### src/logic/fsw_pkg.sv
/*
 * constants for the flash status and write-protect block
 * assumes spi mode 0/3 framing, msb first, 8-bit opcodes
 */
package fsw_pkg;
    // status bit positions
    localparam int unsigned BIT_WIP = 0;
    localparam int unsigned BIT_WEL = 1;
    localparam int unsigned BIT_BP_LO = 2;
    localparam int unsigned BIT_QE = 6;
    localparam int unsigned BIT_STATUS_WRITE_DISABLE = 7;
    localparam logic [7:0] STATUS_RESET = 8'h00;
    // opcodes
    localparam logic [7:0] OP_STATUS_WRITE_CMD = 8'h01;
    localparam logic [7:0] OP_PP = 8'h02;
    localparam logic [7:0] OP_STATUS_READ_CMD = 8'h05;
    localparam logic [7:0] OP_CLEAR_WRITE_LATCH_CMD = 8'h04;
    localparam logic [7:0] OP_SET_WRITE_LATCH_CMD = 8'h06;
    localparam logic [7:0] OP_ABW = 8'h15;
    localparam logic [7:0] OP_SE1 = 8'h20;
    localparam logic [7:0] OP_QPP1 = 8'h32;
    localparam logic [7:0] OP_QPP2 = 8'h38;
    localparam logic [7:0] OP_FRW = 8'h42;
    localparam logic [7:0] OP_FRR = 8'h48;
    localparam logic [7:0] OP_B32 = 8'h52;
    localparam logic [7:0] OP_CE2 = 8'h60;
    localparam logic [7:0] OP_RDERP = 8'h81;
    localparam logic [7:0] OP_IRP = 8'h62;
    localparam logic [7:0] OP_VRP2 = 8'h63;
    localparam logic [7:0] OP_IRE = 8'h64;
    localparam logic [7:0] OP_NVRP = 8'h65;
    localparam logic [7:0] OP_RSTEN = 8'h66;
    localparam logic [7:0] OP_SUSP = 8'h75;
    localparam logic [7:0] OP_NVERP = 8'h85;
    localparam logic [7:0] OP_RST = 8'h99;
    localparam logic [7:0] OP_VRP1 = 8'hc0;
    localparam logic [7:0] OP_CE1 = 8'hc7;
    localparam logic [7:0] OP_SE2 = 8'hd7;
    localparam logic [7:0] OP_B64 = 8'hd8;
    // default busy time of a write operation, in system cycles
    localparam int unsigned BUSY_CYCLES = 64;
    typedef enum logic [1:0] {
        FSW_IDLE = 2'b00,
        FSW_OPC = 2'b01,
        FSW_ARG = 2'b11,
        FSW_DONE = 2'b10
    } fsw_phase_t;
endpackage

### src/logic/fsw_status_wp.sv
/*
 * status register, write-enable latch and write protection of a serial
 * flash, reached over spi (mode 0, msb first) from an external host.
 * assumes: sck, cs_n, mosi and the shared pins are asynchronous pins,
 * sampled by ref_clk_in; sck is far slower than ref_clk_in.
 */
// Behaviour
// RL1: repeated read resends status until deselect
// RL2: status bits laid out status_write_disable..wip, zero default
// RL3: wip set during writes, clears when done
// RL4: busy ignores all but reads, reset, suspend
// RL5: wel low blocks enabled write operations
// RL6: set latch command sets wel
// RL7: clear command or write completion clears wel
// RL8: status write leaves wel untouched
// RL9: host enables before program and erase
// RL10: host enables before nonvolatile writes
// RL11: volatile parameter writes need no wel
// RL12: status write loads bp, qe, status_write_disable
// RL13: status read returns live status
// RL14: protected blocks refuse program and erase
// RL15: chip erase only with all bp zero
// RL16: status_write_disable with wp low locks status
// RL17: otherwise status write may change status
// RL18: qe selects wp/hold or quad data pins
// RL19: host keeps qe low with tied pins
// RL20: bp code maps to top/bottom 64k blocks
// RL21: qe or quad mode ignores hold/reset select
// RL22: polled status shows wip live
`timescale 1ns/1ps
`default_nettype none
module fsw_status_wp #(
    parameter int unsigned BUSY_LEN = fsw_pkg::BUSY_CYCLES,
    parameter int unsigned NBLK = 16 // 64k blocks in the array
) (
    input wire logic ref_clk_in,
    input wire logic srst_in,
    input wire logic sck_in, // spi clock from host
    input wire logic cs_n_in, // chip select, active low
    input wire logic mosi_in, // host data in
    input wire logic wp_io2_in, // shared write-protect / data 2 pin
    input wire logic hold_io3_in, // shared hold / data 3 pin
    input wire logic hold_sel_in, // hold vs reset select from read reg
    input wire logic quad_mode_in, // quad-command mode active
    output logic miso_out,
    output logic miso_oe_out,
    output logic [7:0] status_out,
    output logic write_protect_n_out, // pin function when qe low
    output logic hold_n_out,
    output logic reset_n_out,
    output logic quad_pins_out // shared pins act as data lines
);
    // ********************************************************
    // elaboration check
    // ********************************************************
    if (BUSY_LEN < 1 || BUSY_LEN > 65535 || NBLK != 16) begin : g_chk
        $error("fsw_status_wp: unsupported parameter");
    end
    // ********************************************************
    // state
    // ********************************************************
    typedef struct packed {
        logic [1:0] sck_s; // two-flop sync, bit 0 first stage
        logic [1:0] cs_s;
        logic [1:0] mo_s;
        logic [1:0] wp_s;
        logic [1:0] ho_s;
        logic sck_d; // edge detect on synced clock
        fsw_pkg::fsw_phase_t ph;
        logic [7:0] opc; // opcode once received
        logic [7:0] sh; // input shifter
        logic [5:0] nbit; // bits in this frame
        logic [7:0] tx; // output shifter
        logic [2:0] txc;
        logic [7:0] arg; // first data byte
        logic [23:0] addr;
        logic status_write_disable, qe, write_enable_latch, write_in_progress;
        logic [3:0] bp;
        logic [15:0] busy_cnt;
        logic miso, oe;
    } fsw_state_t;
    fsw_state_t s_reg, s_next;
    logic sck_rise, sck_fall, cs_act, cs_end;
    logic [7:0] stat; // live status word
    logic needs_wel, is_prog, is_ce, allowed_busy, prot_hit;
    logic [3:0] blk;
    // ********************************************************
    // decode helpers
    // ********************************************************
    // protected area of a 4-bit code for a 16-block array
    function automatic logic blk_protected(input logic [3:0] code,
                                           input logic [3:0] b);
        logic [4:0] n;
        n = 5'h00;
        // RL20: top or bottom table
        if (code == 4'h0 || code == 4'hf) begin
            return 1'b0;
        end else if (!code[3]) begin
            // 1,2,4,8 top blocks, more codes mean all
            n = (code[2:0] > 3'h4) ? 5'h10 : 5'(5'h01 << (code[2:0] - 3'h1));
            return ({1'b0, b} >= 5'(5'h10 - n));
        end else begin
            n = (code[2:0] < 3'h3) ? 5'h10 : 5'(5'h08 >> (code[2:0] - 3'h3));
            return ({1'b0, b} < n);
        end
    endfunction
    // ********************************************************
    // next-state logic
    // ********************************************************
    always_comb begin
        s_next = s_reg;
        // pins pass two flops before any logic reads them
        s_next.sck_s = {s_reg.sck_s[0], sck_in};
        s_next.cs_s = {s_reg.cs_s[0], cs_n_in};
        s_next.mo_s = {s_reg.mo_s[0], mosi_in};
        s_next.wp_s = {s_reg.wp_s[0], wp_io2_in};
        s_next.ho_s = {s_reg.ho_s[0], hold_io3_in};
        s_next.sck_d = s_reg.sck_s[1];
        sck_rise = s_reg.sck_s[1] && !s_reg.sck_d;
        sck_fall = !s_reg.sck_s[1] && s_reg.sck_d;
        cs_act = !s_reg.cs_s[1];
        cs_end = s_reg.cs_s[1] && (s_reg.ph != fsw_pkg::FSW_IDLE);
        // RL2: status layout
        // RL13: read returns register state
        // RL22: wip is the live busy bit
        stat = {s_reg.status_write_disable, s_reg.qe, s_reg.bp, s_reg.write_enable_latch, s_reg.write_in_progress};
        // RL5: classes needing the latch
        // RL11: volatile parameter sets absent here
        needs_wel = 1'b0;
        is_prog = 1'b0;
        is_ce = 1'b0;
        case (s_reg.opc)
            fsw_pkg::OP_PP, fsw_pkg::OP_QPP1, fsw_pkg::OP_QPP2,
            fsw_pkg::OP_SE1, fsw_pkg::OP_SE2, fsw_pkg::OP_B32,
            fsw_pkg::OP_B64: begin
                needs_wel = 1'b1;
                is_prog = 1'b1;
            end
            fsw_pkg::OP_CE1, fsw_pkg::OP_CE2: begin
                needs_wel = 1'b1;
                is_ce = 1'b1;
            end
            fsw_pkg::OP_STATUS_WRITE_CMD, fsw_pkg::OP_FRW, fsw_pkg::OP_NVRP,
            fsw_pkg::OP_NVERP, fsw_pkg::OP_IRE, fsw_pkg::OP_IRP,
            fsw_pkg::OP_ABW: begin
                needs_wel = 1'b1;
            end
            default: begin
                needs_wel = 1'b0;
            end
        endcase
        // RL4: what a busy device still takes
        allowed_busy = (s_reg.sh == fsw_pkg::OP_STATUS_READ_CMD) ||
                       (s_reg.sh == fsw_pkg::OP_FRR) ||
                       (s_reg.sh == fsw_pkg::OP_RDERP) ||
                       (s_reg.sh == fsw_pkg::OP_RSTEN) ||
                       (s_reg.sh == fsw_pkg::OP_RST) ||
                       (s_reg.sh == fsw_pkg::OP_SUSP);
        // 1 Mbyte array: block number from address bits 19:16
        blk = s_reg.addr[19:16];
        // RL14: protected target
        prot_hit = blk_protected(s_reg.bp, blk);
        // busy timer; completion clears wip and wel
        if (s_reg.write_in_progress) begin
            if (s_reg.busy_cnt == 16'h0001) begin
                // RL3: done regardless of outcome
                s_next.write_in_progress = 1'b0;
                // RL7: latch drops on completion
                s_next.write_enable_latch = 1'b0;
            end
            s_next.busy_cnt = 16'(s_reg.busy_cnt - 16'h0001);
        end
        // serial front end
        if (!cs_act) begin
            // deselect ends frame, then executes the write
            s_next.oe = 1'b0;
            s_next.ph = fsw_pkg::FSW_IDLE;
            if (cs_end && s_reg.ph == fsw_pkg::FSW_ARG &&
                !s_reg.write_in_progress && s_reg.write_enable_latch && needs_wel) begin
                if (s_reg.opc == fsw_pkg::OP_STATUS_WRITE_CMD &&
                    s_reg.nbit >= 6'd16) begin
                    // RL16: hardware lock ignores the write
                    // RL17: unlocked write applies
                    if (!(s_reg.status_write_disable && !s_reg.wp_s[1])) begin
                        // RL12: nonvolatile fields only
                        // RL8: wel not touched here
                        s_next.status_write_disable = s_reg.arg[fsw_pkg::BIT_STATUS_WRITE_DISABLE];
                        s_next.qe = s_reg.arg[fsw_pkg::BIT_QE];
                        s_next.bp = s_reg.arg[fsw_pkg::BIT_BP_LO +: 4];
                        s_next.write_in_progress = 1'b1;
                        s_next.busy_cnt = 16'(BUSY_LEN);
                    end
                end else if (is_ce) begin
                    // RL15: chip erase needs all bp clear
                    if (s_reg.bp == 4'h0) begin
                        s_next.write_in_progress = 1'b1;
                        s_next.busy_cnt = 16'(BUSY_LEN);
                    end
                end else if (is_prog) begin
                    // RL14: inhibit inside protected area
                    if (s_reg.nbit >= 6'd32 && !prot_hit) begin
                        s_next.write_in_progress = 1'b1;
                        s_next.busy_cnt = 16'(BUSY_LEN);
                    end
                end else if (s_reg.opc != fsw_pkg::OP_STATUS_WRITE_CMD &&
                             s_reg.nbit >= 6'd16) begin
                    // other nonvolatile writes: just busy
                    s_next.write_in_progress = 1'b1;
                    s_next.busy_cnt = 16'(BUSY_LEN);
                end
            end
        end else begin
            if (s_reg.ph == fsw_pkg::FSW_IDLE) begin
                s_next.ph = fsw_pkg::FSW_OPC;
                s_next.nbit = 6'd0;
                s_next.txc = 3'd0;
            end
            if (sck_rise && s_reg.ph != fsw_pkg::FSW_DONE) begin
                s_next.sh = {s_reg.sh[6:0], s_reg.mo_s[1]};
                if (s_reg.nbit != 6'h3f) begin
                    s_next.nbit = 6'(s_reg.nbit + 6'd1);
                end
                if (s_reg.ph == fsw_pkg::FSW_ARG) begin
                    s_next.addr = {s_reg.addr[22:0], s_reg.mo_s[1]};
                    if (s_reg.nbit == 6'd15) begin
                        s_next.arg = {s_reg.sh[6:0], s_reg.mo_s[1]};
                    end
                end
            end
            // opcode complete: act on it
            if (s_reg.ph == fsw_pkg::FSW_OPC && s_reg.nbit == 6'd8) begin
                s_next.opc = s_reg.sh;
                s_next.ph = fsw_pkg::FSW_ARG;
                s_next.addr = 24'h000000;
                // RL4: busy ignores the rest
                if (s_reg.write_in_progress && !allowed_busy) begin
                    s_next.ph = fsw_pkg::FSW_DONE;
                end else if (s_reg.sh == fsw_pkg::OP_SET_WRITE_LATCH_CMD) begin
                    // RL6: set latch
                    s_next.write_enable_latch = 1'b1;
                end else if (s_reg.sh == fsw_pkg::OP_CLEAR_WRITE_LATCH_CMD) begin
                    // RL7: clear latch
                    s_next.write_enable_latch = 1'b0;
                end else if (s_reg.sh == fsw_pkg::OP_STATUS_READ_CMD) begin
                    s_next.tx = stat;
                    s_next.oe = 1'b1;
                end
            end
            // RL1: status resent until deselect
            if (s_reg.oe && sck_fall) begin
                s_next.miso = s_reg.tx[3'd7 - s_reg.txc];
                s_next.txc = 3'(s_reg.txc + 3'd1);
                if (s_reg.txc == 3'd7) begin
                    // RL22: reload the live value each byte
                    s_next.tx = stat;
                end
            end
        end
    end
    // ********************************************************
    // state register
    // ********************************************************
    always_ff @(posedge ref_clk_in) begin
        if (srst_in) begin
            s_reg <= '0;
            s_reg.sck_s <= 2'b00;
            s_reg.cs_s <= 2'b11;
            s_reg.wp_s <= 2'b11;
            s_reg.ho_s <= 2'b11;
            s_reg.ph <= fsw_pkg::FSW_IDLE;
        end else begin
            s_reg <= s_next;
        end
    end
    // ********************************************************
    // outputs, all registered
    // ********************************************************
    // pin functions follow qe; hold/reset select dropped under quad
    always_ff @(posedge ref_clk_in) begin
        if (srst_in) begin
            miso_out <= 1'b0;
            miso_oe_out <= 1'b0;
            status_out <= fsw_pkg::STATUS_RESET;
            write_protect_n_out <= 1'b1;
            hold_n_out <= 1'b1;
            reset_n_out <= 1'b1;
            quad_pins_out <= 1'b0;
        end else begin
            miso_out <= s_reg.miso;
            miso_oe_out <= s_reg.oe;
            status_out <= {s_reg.status_write_disable, s_reg.qe, s_reg.bp,
                           s_reg.write_enable_latch, s_reg.write_in_progress};
            // RL18: shared pin roles
            quad_pins_out <= s_reg.qe;
            write_protect_n_out <= s_reg.qe | s_reg.wp_s[1];
            // RL21: select ignored in quad use
            hold_n_out <= (s_reg.qe || quad_mode_in || hold_sel_in) ?
                          1'b1 : s_reg.ho_s[1];
            reset_n_out <= (s_reg.qe || quad_mode_in || !hold_sel_in) ?
                           1'b1 : s_reg.ho_s[1];
        end
    end
    // ********************************************************
    // checks
    // ********************************************************
    wel_set_a: assert property (@(posedge ref_clk_in) disable iff (srst_in) // RL6
        (cs_act && s_reg.ph == fsw_pkg::FSW_OPC && s_reg.nbit == 6'd8 &&
         s_reg.sh == fsw_pkg::OP_SET_WRITE_LATCH_CMD && !s_reg.write_in_progress) |=> s_reg.write_enable_latch)
        else $error("latch not set by enable");
    wip_done_a: assert property (@(posedge ref_clk_in) disable iff (srst_in) // RL3
        (s_reg.write_in_progress && s_reg.busy_cnt == 16'h0001) |=> !s_reg.write_in_progress && !s_reg.write_enable_latch)
        else $error("busy did not finish");
    lock_hold_a: assert property (@(posedge ref_clk_in) disable iff (srst_in) // RL16
        (s_reg.status_write_disable && !s_reg.wp_s[1]) |=> $stable(s_reg.bp) && $stable(s_reg.qe))
        else $error("locked status changed");
    busy_ign_a: assert property (@(posedge ref_clk_in) disable iff (srst_in) // RL4
        (s_reg.write_in_progress && s_reg.busy_cnt > 16'h0001) |=> $stable(s_reg.write_enable_latch))
        else $error("latch moved while busy");
    nowel_a: assert property (@(posedge ref_clk_in) disable iff (srst_in) // RL5
        (!s_reg.write_enable_latch && !s_reg.write_in_progress) |=> !s_reg.write_in_progress)
        else $error("write started without latch");
    ce_prot_a: assert property (@(posedge ref_clk_in) disable iff (srst_in) // RL15
        (!s_reg.write_in_progress && s_reg.bp != 4'h0 && cs_end && is_ce) |=> !s_reg.write_in_progress)
        else $error("chip erase not blocked");
    qe_pin_a: assert property (@(posedge ref_clk_in) disable iff (srst_in) // RL18
        s_reg.qe |=> quad_pins_out && write_protect_n_out)
        else $error("pin role wrong");
    stat_out_a: assert property (@(posedge ref_clk_in) disable iff (srst_in) // RL2
        ##1 status_out == $past(stat))
        else $error("status word mismatch");
endmodule
`default_nettype wire

### config.mk
export PLATFORM = sky130hd
export DESIGN_NAME = fsw_status_wp
export DESIGN_NICKNAME = d
export VERILOG_FILES = /design/src/logic/fsw_pkg.sv /design/src/logic/fsw_status_wp.sv
export SDC_FILE = /design/constraint.sdc
export NUM_CORES = 1
export LEC_CHECK = 0
export BUFFER_PORTS_ARGS = -buffer_cell sky130_fd_sc_hd__buf_4
export CAP_MARGIN = 20
export CORE_MARGIN = 5
export CORE_UTILIZATION = 55
export DETAILED_ROUTE_END_ITERATION = 8
export PLACE_DENSITY = 0.85
export SETUP_SLACK_MARGIN = 0.02
export SYNTH_ARGS = -nofsm -noshare
export SYNTH_HDL_FRONTEND = slang
export SYNTH_SLANG_ARGS = --single-unit
### constraint.sdc
create_clock -name ref_clk_in -period 3.4 [get_ports ref_clk_in]
set_input_delay 0.17 -clock ref_clk_in [delete_from_list [all_inputs] [get_ports ref_clk_in]]
set_output_delay 0.17 -clock ref_clk_in [all_outputs]
set_load 0.01 [all_outputs]
Word level (Yosys, flattened, before mapping)
Index checks and enable logic that the tools add are counted.
- add/subtract/negate cells: 7
- order comparisons: 7
- eq/ne operators: 34
- shifts and indexed selects: 2
- muxes and demuxes: 50
- bitwise logic cells: 6
- reduce and logical (&&, ||, !) cells: 52
- operators with widths (operator ; number):
    $mux 16 ; 7
    $eq 8x7->1 const B ; 9
    $mux 21 ; 3
    $mux 20 ; 3
    $eq 8x8->1 const B ; 6
    $mux 8 ; 6
    $eq 8x3->1 const B ; 3
    $eq 8x6->1 const B ; 3
    $mux 1 ; 18
    $mux 6 ; 3
    $eq 16x1->1 const B ; 1
    $reduce_or 16->1 ; 1
    $sub 16x1->16 const B ; 1
    $logic_and 1x1->1 ; 15
    $eq 6x4->1 const B ; 2
    $mux 11 ; 1
    $mux 10 ; 1
    $mux 5 ; 2
    $reduce_bool 2->1 ; 5
    $logic_or 1x1->1 ; 9
    $eq 8x1->1 const B ; 1
    $eq 8x2->1 const B ; 1
    $eq 8x5->1 const B ; 1
    $ne 8x1->1 const B ; 1
    36 further kinds ; 55
- register bits: 114
- bits of input ports: 9

Depth between registers and ports, before layout
Gate-level depths: netlist of the first run.
- depth in word-level cells: 15
- mapped depth: 17

Least setup slack after synthesis of the first run
Ideal clock, no wire load.
- path kind: reg-to-reg
- start: reg s_reg[18] in the netlist's numbering
- end: reg s_reg[22] in the netlist's numbering
- library setup time: 0.115 ns
- arrival: 3.202 ns
- path slack: 0.083 ns
- cell stages (with the launch flop): 18
- cell sequence: dfxtp_1 > clkbuf_1 > or2_2 > ha_1 > inv_1 > nor2_1 > nand3b_1 > ha_1 > xnor2_1 > ha_1 > o21ai_0 > o21a_1 > o31ai_1 > o221ai_1 > and3b_1 > buf_6 > buf_6 > o21a_1
- cells in the longest elaborated chain, start to end: 15
- RTL lines (element ; RTL line ; RTL):
    start, declared ; fsw_status_wp.sv:82 ; fsw_state_t s_reg, s_next;
    start signal, assigned ; fsw_status_wp.sv:272 ; s_reg <= s_next;
    $sub 3x1->3 ; fsw_status_wp.sv:100 ; n = (code[2:0] > 3'h4) ? 5'h10 : 5'(5'h01 << (code[2:0] - 3'h1));
    $shl 1x3->5 ; fsw_status_wp.sv:100 ;
    $mux 5 ; fsw_status_wp.sv:100 ;
    $sub 5x5->5 ; fsw_status_wp.sv:101 ; return ({1'b0, b} >= 5'(5'h10 - n));
    $ge 4x5->1 ; fsw_status_wp.sv:101 ;
    $mux 1 ; fsw_status_wp.sv:98 ; end else if (!code[3]) begin
    $mux 1 ; fsw_status_wp.sv:96 ; if (code == 4'h0 || code == 4'hf) begin
    $logic_not 1->1 ; fsw_status_wp.sv:201 ; if (s_reg.nbit >= 6'd32 && !prot_hit) begin
    $logic_and 1x1->1 ; fsw_status_wp.sv:201 ;
    $mux 1 ; fsw_status_wp.sv:201 ;
    $mux 1 ; fsw_status_wp.sv:199 ; end else if (is_prog) begin
    $mux 1 (*) ; fsw_status_wp.sv:193 ; end else if (is_ce) begin
    $mux 1 (*) ; fsw_status_wp.sv:180 ; if (s_reg.opc == fsw_pkg::OP_STATUS_WRITE_CMD &&
    $mux 21 (*) ; fsw_status_wp.sv:178 ; if (cs_end && s_reg.ph == fsw_pkg::FSW_ARG &&
    $mux 21 (*) ; fsw_status_wp.sv:174 ; if (!cs_act) begin
Mark *: on every way between the ends. The rest lies on a longest branch, timed or not.
A chain may end at the register's enable or synchronous reset.

Final worst setup path of the first run
- start: reg s_reg[18] in the netlist's numbering
- end: reg s_reg[7] in the netlist's numbering
- cells in the longest elaborated chain, start to end: 15
- RTL lines (element ; RTL line):
    $sub 3x1->3 ; fsw_status_wp.sv:100
    $shl 1x3->5 ; fsw_status_wp.sv:100
    $mux 5 ; fsw_status_wp.sv:100
    $sub 5x5->5 ; fsw_status_wp.sv:101
    $ge 4x5->1 ; fsw_status_wp.sv:101
    $mux 1 ; fsw_status_wp.sv:98
    $mux 1 ; fsw_status_wp.sv:96
    $logic_not 1->1 ; fsw_status_wp.sv:201
    $logic_and 1x1->1 ; fsw_status_wp.sv:201
    $mux 16 ; fsw_status_wp.sv:201
    $mux 16 ; fsw_status_wp.sv:199
    $mux 16 (*) ; fsw_status_wp.sv:193
    $mux 16 (*) ; fsw_status_wp.sv:180
    $mux 21 (*) ; fsw_status_wp.sv:178
    $mux 21 (*) ; fsw_status_wp.sv:174
Marks and branches as above.

==> qor.csv, run 1 <==
stage,metric,value,unit
synthesis,Most used DFF post-synth,sky130_fd_sc_hd__dfxtp_1,
grt,all-layer global routing usage,19.16,%
hold_path,worst hold path class,primary input to flop,
die,die width,106.2,µm
cts,total clock sinks,111,
worst_setup_path,"Buf+Inv Stages, Crit Path",3,
layout,"commonest non-fill, non-tap cells in the layout","111 x sky130_fd_sc_hd__dfxtp_1, 68 x sky130_fd_sc_hd__nand2_1, 51 x sky130_fd_sc_hd__nor2_1, 48 x sky130_fd_sc_hd__a21oi_1, 32 x sky130_fd_sc_hd__buf_4",
worst_setup_path,CP peak stage delay,330,ps
power_and_ir_drop,Cell Pwr Density,383.7,nW/µm²
timing,worst rel slew slack,54.38,%
worst_setup_path,list of cells traversed by the critical path,or2_2 > ha_4 > inv_1 > nor2_4 > nand2_1 > ha_2 > inv_1 > ha_1 > a211oi_1 > o21a_1 > o31ai_2 > o221ai_1 > and3b_1 > buf_8 > a2111oi_2,
drt,ratio of routed vias to standard cells,5.854,
place,final weighted congestion of routability-driven global placement,0.8056,
synthesis,count of warnings emitted by yosys,0,
die,I/O pin count,23,
layout,max FFs per register,88,
synthesis,cells after synthesis,578,
timing,Highest Clock Rate,318.7,MHz
timing,final sum of negative setup slack,0,ps
worst_setup_path,most prevalent standard cell on the critical path,sky130_fd_sc_hd__inv_1,
grt,vias in the first global route,3937,
drt,First-pass DRT Iterations,5,
timing,final hold violation count,0,
layout,Layout area overhead,11.64,%
timing,worst-case setup margin in the final layout,262.0,ps
die,vertical die dimension,106.2,µm
layout,count of nets after finishing,612,
power_and_ir_drop,static leakage power,1.927,nW
grt,grt total ovfl,0,
die,Die ar.,11290,µm²
timing,fin. max-slew vios,0,
die,starting utilization of the core area,55.65,%
timing,post-route clock period utilization,92.29,%
timing,setup repair after global routing missed its margin,false,
cts,Root Buffer Master,sky130_fd_sc_hd__clkbuf_8,
worst_setup_path,CP startpoint kind,flop,
timing,transition time at the pin with the least slew margin,678.1,ps
grt,global-route wire length before repair,17.98,mm
timing,worst clock skew,11.15,ps
worst_setup_path,crit path kind,flop to flop,
worst_setup_path,data arrival time of the critical path,3410,ps
job,max-cap violation count,0,
synthesis,part of the Yosys area used for sequential elements,43.63,%
drt,number of nets still failing antenna checks after routing,0,
synthesis,Syn Area/Cell,8.813,µm²
synthesis,net count after synthesis,602,
timing,# setup viols final,0,
drt,post-route DRC violation count,0,
cts,count of H-tree levels built during CTS,3,
die,# rows,35,
worst_setup_path,slowest stage cell on the critical path,sky130_fd_sc_hd__or2_2,
worst_setup_path,required time at the endpoint of the critical path,3680,ps
cts,number of buffers created by CTS,9,
synthesis,number of synthesized flops with an enable pin,0,
drt,via total after detailed routing,4121,
place,Setup Slack @ Placement,6.772,ps
cts,worst-skew pair later-pin latency,380,ps
run_status,run status,completed,
die,Std-Cell Core Area,9153,µm²
place,HPWL after DPL,6.963,mm
cts,clock slew seen by the registers of the worst setup and hold paths,100,ps
drt,Routed WL per cell,15.20,µm
power_and_ir_drop,worst voltage drop across the vdd grid,220.6,µV
synthesis,cell area after synthesis,5094,µm²
place,count of buffers inserted at the top-level ports,22,
grt,antenna violations before repair,0,
layout,most frequent standard cell in the layout excluding fill and tap cells,sky130_fd_sc_hd__dfxtp_1,
cts,Max clock buf depth,2,
grt,maximum number of pins on one net before global-route repair,110,
layout,number of antenna cells inserted,0,
drt,Routed WL,10.70,mm
synthesis,register bit count reported by yosys,111,
synthesis,number of library cell types mapped by synthesis,58,
timing,post-layout min period,3138,ps
worst_setup_path,kind of cell adding the most delay to the critical path,adder cells,
worst_setup_path,CP endpoint kind,flop,
worst_setup_path,"critical path fanouts, max",16,
drt,violation count after the first detailed-routing iteration,297,
cts,CTS tree,built,
layout,fraction of layout instances using a drive strength above 1,14.67,%
synthesis,proportion of register bits with asynchronous set or reset after synthesis,0,%
-- where the power goes --
group          switching, mW  internal (mW)
clock network          0.459          0.354
registers            0.00307           1.31
logic                 0.0365         0.0226
-- layer usage --
layer  track usage (%)  part of all wire (%)  routed length, µm  vias to the layer above
met5                 0                     0                  0                        -
met4             5.643                   1.3                143                        0
met3             3.886                   4.1                441                       15
met2             33.57                    50               5398                      105
met1             23.70                    44               4714                     1968
li1                  -                     -                  -                     2033
-- per-stage QoR --
stage                     util, %  std cells  hold WS [ps]  area, µm²  power (mW)
after global routing        62.13        704         131.2       5687       2.258
after global placement      57.72        679         336.1       5283       1.384
final                       62.13        704         133.4       5687       2.182
after CTS                   60.85        703         428.7       5569       2.192
after detailed placement    57.72        679         353.0       5283       1.386
after floorplan                 -        578         231.9       5094       1.373
-- final timing paths --
path	start	to	slack, ps	cells past startpoint
hold / removal	srst_in	s_reg[56]$_SDFFE_PP0P_	130	2
setup / recovery	s_reg[18]$_SDFFE_PP0P_	s_reg[7]$_SDFF_PP0_	260	15
setup reg to reg	s_reg[18]$_SDFFE_PP0P_	s_reg[7]$_SDFF_PP0_	260	15
hold reg to reg	s_next[97]$_SDFF_PP1_	s_reg[97]$_SDFF_PP1_	420	1
-- cells by family after synthesis --
kind of cell    Yosys count  share of synthesized area, %
simple gates            260                         28.05
fa+ha+maj                15                         3.685
compound gates           94                         11.25
flops                   111                         43.63
xor+xnor                 17                         2.923
mux                      26                         5.601
buf+inv                  55                         4.864
-- worst register-to-register path, delay by kind of cell, from the launching register on --
family	cells	cell delay, ps
adders and majority gates	3	890
AOI/OAI and AO/OA	5	790
and+or+nand+nor	4	760
DFF	1	320
buffers and inverters	3	300
-- cell type report --
class / instances / area [µm²]
fill: 729 / 3466
multi-input combinational: 412 / 2714
sequential: 111 / 2222
timing repair buffer: 42 / 362.8
tap: 111 / 138.9
clock buffer: 10 / 127.6
clock inverter: 6 / 76.32
inverter: 12 / 45.04
-- cell usage after synthesis (all sizes together), types with 4 or more instances --
cell     number  share of area [%]
a2111oi       4               0.93
a21oi        48                4.7
buf          17                2.1
clkbuf       26                1.9
dfxtp       111                 44
ha           15                3.7
inv          12               0.88
mux2i        24                4.7
nand2        68                5.0
nand2b        5               0.61
nand3        31                3.3
nor2         54                4.4
nor2b        20                2.5
nor3         17                1.7
nor3b         4               0.59
nor4         24                4.7
o21ai        16                1.6
or2           9                1.1
or3           5               0.61
xnor2        16                2.8
-- what timing repair did --
| action | CTS | global route |
|---|---|---|
| pin swaps | 0 | 1 |
| gates resized for setup | 1 | 14 |
| hold buffers | 8 | 0 |
| endpoints found under the hold margin | 7 | 0 |
| endpoints found under the setup margin | 1 | 16 |
| setup buffers | 0 | 0 |
Note: power is estimated with default switching activity, not from simulation.
==> inputs of run 2 (changes only) <==
--- a/config.mk
+++ b/config.mk
@@ -6,11 +6,10 @@
 export NUM_CORES = 1
 export LEC_CHECK = 0
 export BUFFER_PORTS_ARGS = -buffer_cell sky130_fd_sc_hd__buf_4
-export CAP_MARGIN = 20
 export CORE_MARGIN = 5
-export CORE_UTILIZATION = 55
+export CORE_UTILIZATION = 61
 export DETAILED_ROUTE_END_ITERATION = 8
-export PLACE_DENSITY = 0.85
+export PLACE_DENSITY = 0.89
 export SETUP_SLACK_MARGIN = 0.02
 export SYNTH_ARGS = -nofsm -noshare
 export SYNTH_HDL_FRONTEND = slang
==> constraint.sdc (replaced) <==
create_clock -name ref_clk_in -period 3.2 [get_ports ref_clk_in]
set_input_delay 0.16 -clock ref_clk_in [delete_from_list [all_inputs] [get_ports ref_clk_in]]
set_output_delay 0.16 -clock ref_clk_in [all_outputs]
set_load 0.01 [all_outputs]
==> run 2 against run 1 <==
  * Global-route usage up 2.5 points
  * Non-clock buffer count decreased by 1
  * Clock power shrank 4.8%
  * Clock skew increased by 3.2 ps
  * First-iteration DRC count fell by 3.4%
  * Sequential power up 6%
  * Register-to-register slack worse by 190 ps
  * Wire length up 2.0%
  * Fmax increased by 0.16%
  * Critical path type unchanged
  * Critical endpoint is now s_reg[17]$_SDFF_PP0_
  * Highest routed layer unchanged
==> qor.csv, run 2 (same netlist as run 1, synthesis figures left out) <==
stage,metric,value,unit
worst_setup_path,slowest stage cell on the critical path,sky130_fd_sc_hd__dfxtp_1,
die,vertical die dimension,101.4,µm
grt,global-route wire length before repair,18.02,mm
place,final weighted congestion of routability-driven global placement,0.9113,
cts,clock slew seen by the registers of the worst setup and hold paths,110,ps
worst_setup_path,CP endpoint kind,flop,
worst_setup_path,R2R setup slack,70,ps
layout,total area of sequential cells,2222,µm²
layout,fraction of layout instances using a drive strength above 1,15.03,%
cts,CTS tree,built,
worst_setup_path,worst setup path startpoint,s_reg[18]$_SDFFE_PP0P_,
timing,fin. max-slew vios,0,
worst_setup_path,stages on the worst setup path,15,
cts,total clock sinks,111,
layout,most frequent standard cell in the layout excluding fill and tap cells,sky130_fd_sc_hd__dfxtp_1,
die,I/O pin count,23,
timing,post-layout min period,3133,ps
cts,worst-skew pair later-pin latency,380,ps
die,# rows,33,
drt,post-route DRC violation count,0,
power_and_ir_drop,worst voltage drop across the vdd grid,242.5,µV
layout,number of fill cells,594,
layout,Layout area overhead,11.52,%
worst_setup_path,CP startpoint kind,flop,
timing,final hold violation count,0,
cts,count of H-tree levels built during CTS,3,
timing,transition time at the pin with the least slew margin,1211,ps
drt,via total after detailed routing,4126,
timing,worst clock skew,14.31,ps
timing,Highest Clock Rate,319.2,MHz
cts,Max clock buf depth,2,
layout,count of nets after finishing,611,
grt,vias in the first global route,3901,
drt,ratio of routed vias to standard cells,5.920,
layout,"commonest non-fill, non-tap cells in the layout","111 x sky130_fd_sc_hd__dfxtp_1, 67 x sky130_fd_sc_hd__nand2_1, 51 x sky130_fd_sc_hd__nor2_1, 48 x sky130_fd_sc_hd__a21oi_1, 31 x sky130_fd_sc_hd__buf_4",
worst_setup_path,crit path kind,flop to flop,
place,count of buffers inserted at the top-level ports,22,
die,die width,101.4,µm
grt,maximum number of pins on one net before global-route repair,110,
power_and_ir_drop,static leakage power,1.915,nW
worst_setup_path,cell depth of the worst flop-to-flop path,15,
die,Die ar.,10280,µm²
layout,number of antenna cells inserted,0,
worst_setup_path,kind of cell adding the most delay to the critical path,simple AND/OR/NAND/NOR gates,
layout,max FFs per register,88,
drt,number of nets still failing antenna checks after routing,0,
timing,# setup viols final,0,
timing,final sum of negative setup slack,0,ps
grt,all-layer global routing usage,21.63,%
timing,worst rel slew slack,19.30,%
worst_setup_path,data arrival time of the critical path,3410,ps
grt,grt total ovfl,0,
place,DP Cell Count,672,
worst_setup_path,reg2reg end,s_reg[17]$_SDFF_PP0_,
timing,post-route clock period utilization,97.90,%
job,max-cap violation count,0,
cts,Root Buffer Master,sky130_fd_sc_hd__clkbuf_8,
cts,number of buffers created by CTS,9,
worst_setup_path,list of cells traversed by the critical path,or2_4 > ha_4 > inv_2 > nor2_4 > nand3b_1 > ha_2 > xnor2_1 > ha_1 > o21ai_0 > o21a_1 > o31ai_1 > o221ai_1 > and3b_2 > buf_8 > nor4_2,
layout,final std cells w/o fill,697,
run_status,run status,completed,
drt,Routed WL,10.91,mm
hold_path,worst hold path class,flop to flop,
drt,Routed WL per cell,15.65,µm
worst_setup_path,source of the worst register-to-register timing path,s_reg[18]$_SDFFE_PP0P_,
worst_setup_path,required time at the endpoint of the critical path,3480,ps
die,Std-Cell Core Area,8175,µm²
drt,violation count after the first detailed-routing iteration,287,
grt,antenna violations before repair,0,
layout,area of the multi-input gates,2754,µm²
drt,First-pass DRT Iterations,5,
worst_setup_path,"Buf+Inv Stages, Crit Path",2,
worst_setup_path,"critical path fanouts, max",8,
place,HPWL after DPL,7.144,mm
worst_setup_path,end of the critical path,s_reg[17]$_SDFF_PP0_,
worst_setup_path,CP peak stage delay,330,ps
power_and_ir_drop,Cell Pwr Density,391.4,nW/µm²
die,starting utilization of the core area,62.30,%
-- run 2: cell count changes in the layout (fill, tap and decap cells not counted), moves of 2 or more --
cell / change
sky130_fd_sc_hd__clkinv_2: +2
sky130_fd_sc_hd__clkinv_4: +3
sky130_fd_sc_hd__clkinvlp_4: -2
sky130_fd_sc_hd__nor4_2: -3
sky130_fd_sc_hd__nor4_4: +3
-- run 2: layer usage --
metal	wire length [µm]	part of all wire [%]	GRT usage [%]	vias to the layer above
met2	5714	52	38.08	89
met3	401	3.7	4.614	18
met5	0	0	0	-
met4	211	1.9	7.362	0
li1	-	-	-	2035
met1	4580	42	26.14	1984
-- run 2: what timing repair did --
item | in CTS | in global routing
buffers inserted | 0 | 1
hold buffers | 8 | 0
setup endpoints to repair | 13 | 17
gates resized for setup | 5 | 16
hold endpoints to repair | 7 | 0
pin swaps | 1 | 4
-- run 2: where the power goes --
part	leakage, nW	internal (mW)	switching (mW)
Sequential	0.896	1.39	0.00367
Combinational	0.923	0.0204	0.0379
Clock	0.0955	0.293	0.481
Total	1.91	1.70	0.522
-- run 2: worst min-delay path by stage --
| stage | startpoint | to | slack (ps) | cells past startpoint |
|---|---|---|---|---|
| 6_report | s_next[97]$_SDFF_PP1_ | s_reg[97]$_SDFF_PP1_ | 430 | 1 |
| 5_1_grt | s_next[101]$_SDFF_PP1_ | s_reg[101]$_SDFF_PP1_ | 450 | 1 |
| 4_1_cts | s_next[95]$_SDFF_PP1_ | s_reg[95]$_SDFF_PP1_ | 420 | 1 |
| 3_5_place_dp | hold_sel_in | reset_n_out$_SDFF_PP1_ | 350 | 2 |
| 3_3_place_gp | hold_sel_in | reset_n_out$_SDFF_PP1_ | 330 | 2 |
| 2_1_floorplan | hold_sel_in | reset_n_out$_SDFF_PP1_ | 220 | 1 |
-- run 2: through the flow --
| stage | util, % | total power, mW | setup slack, ps | instance area (µm²) | hold WS [ps] |
|---|---|---|---|---|---|
| floorplan | - | 1.458 | 41.73 | 5117 | 221.9 |
| global placement | 64.68 | 1.470 | 166.5 | 5288 | 327.4 |
| detailed placement | 64.68 | 1.472 | 0.06772 | 5288 | 348.3 |
| CTS | 68.17 | 2.238 | 23.90 | 5573 | 421.2 |
| global route | 69.48 | 2.299 | -58.75 | 5680 | 448.6 |
| finish | 69.48 | 2.223 | 67.20 | 5680 | 432.4 |
-- run 2: cell type report --
type                       instances  share of cell area, %
multi-input combinational        412                  48.48
clock inverter                     7                 0.9912
inverter                          12                 0.7930
clock buffer                       9                  2.181
sequential                       111                  39.12
tap                              105                  2.313
timing repair buffer              41                  6.123
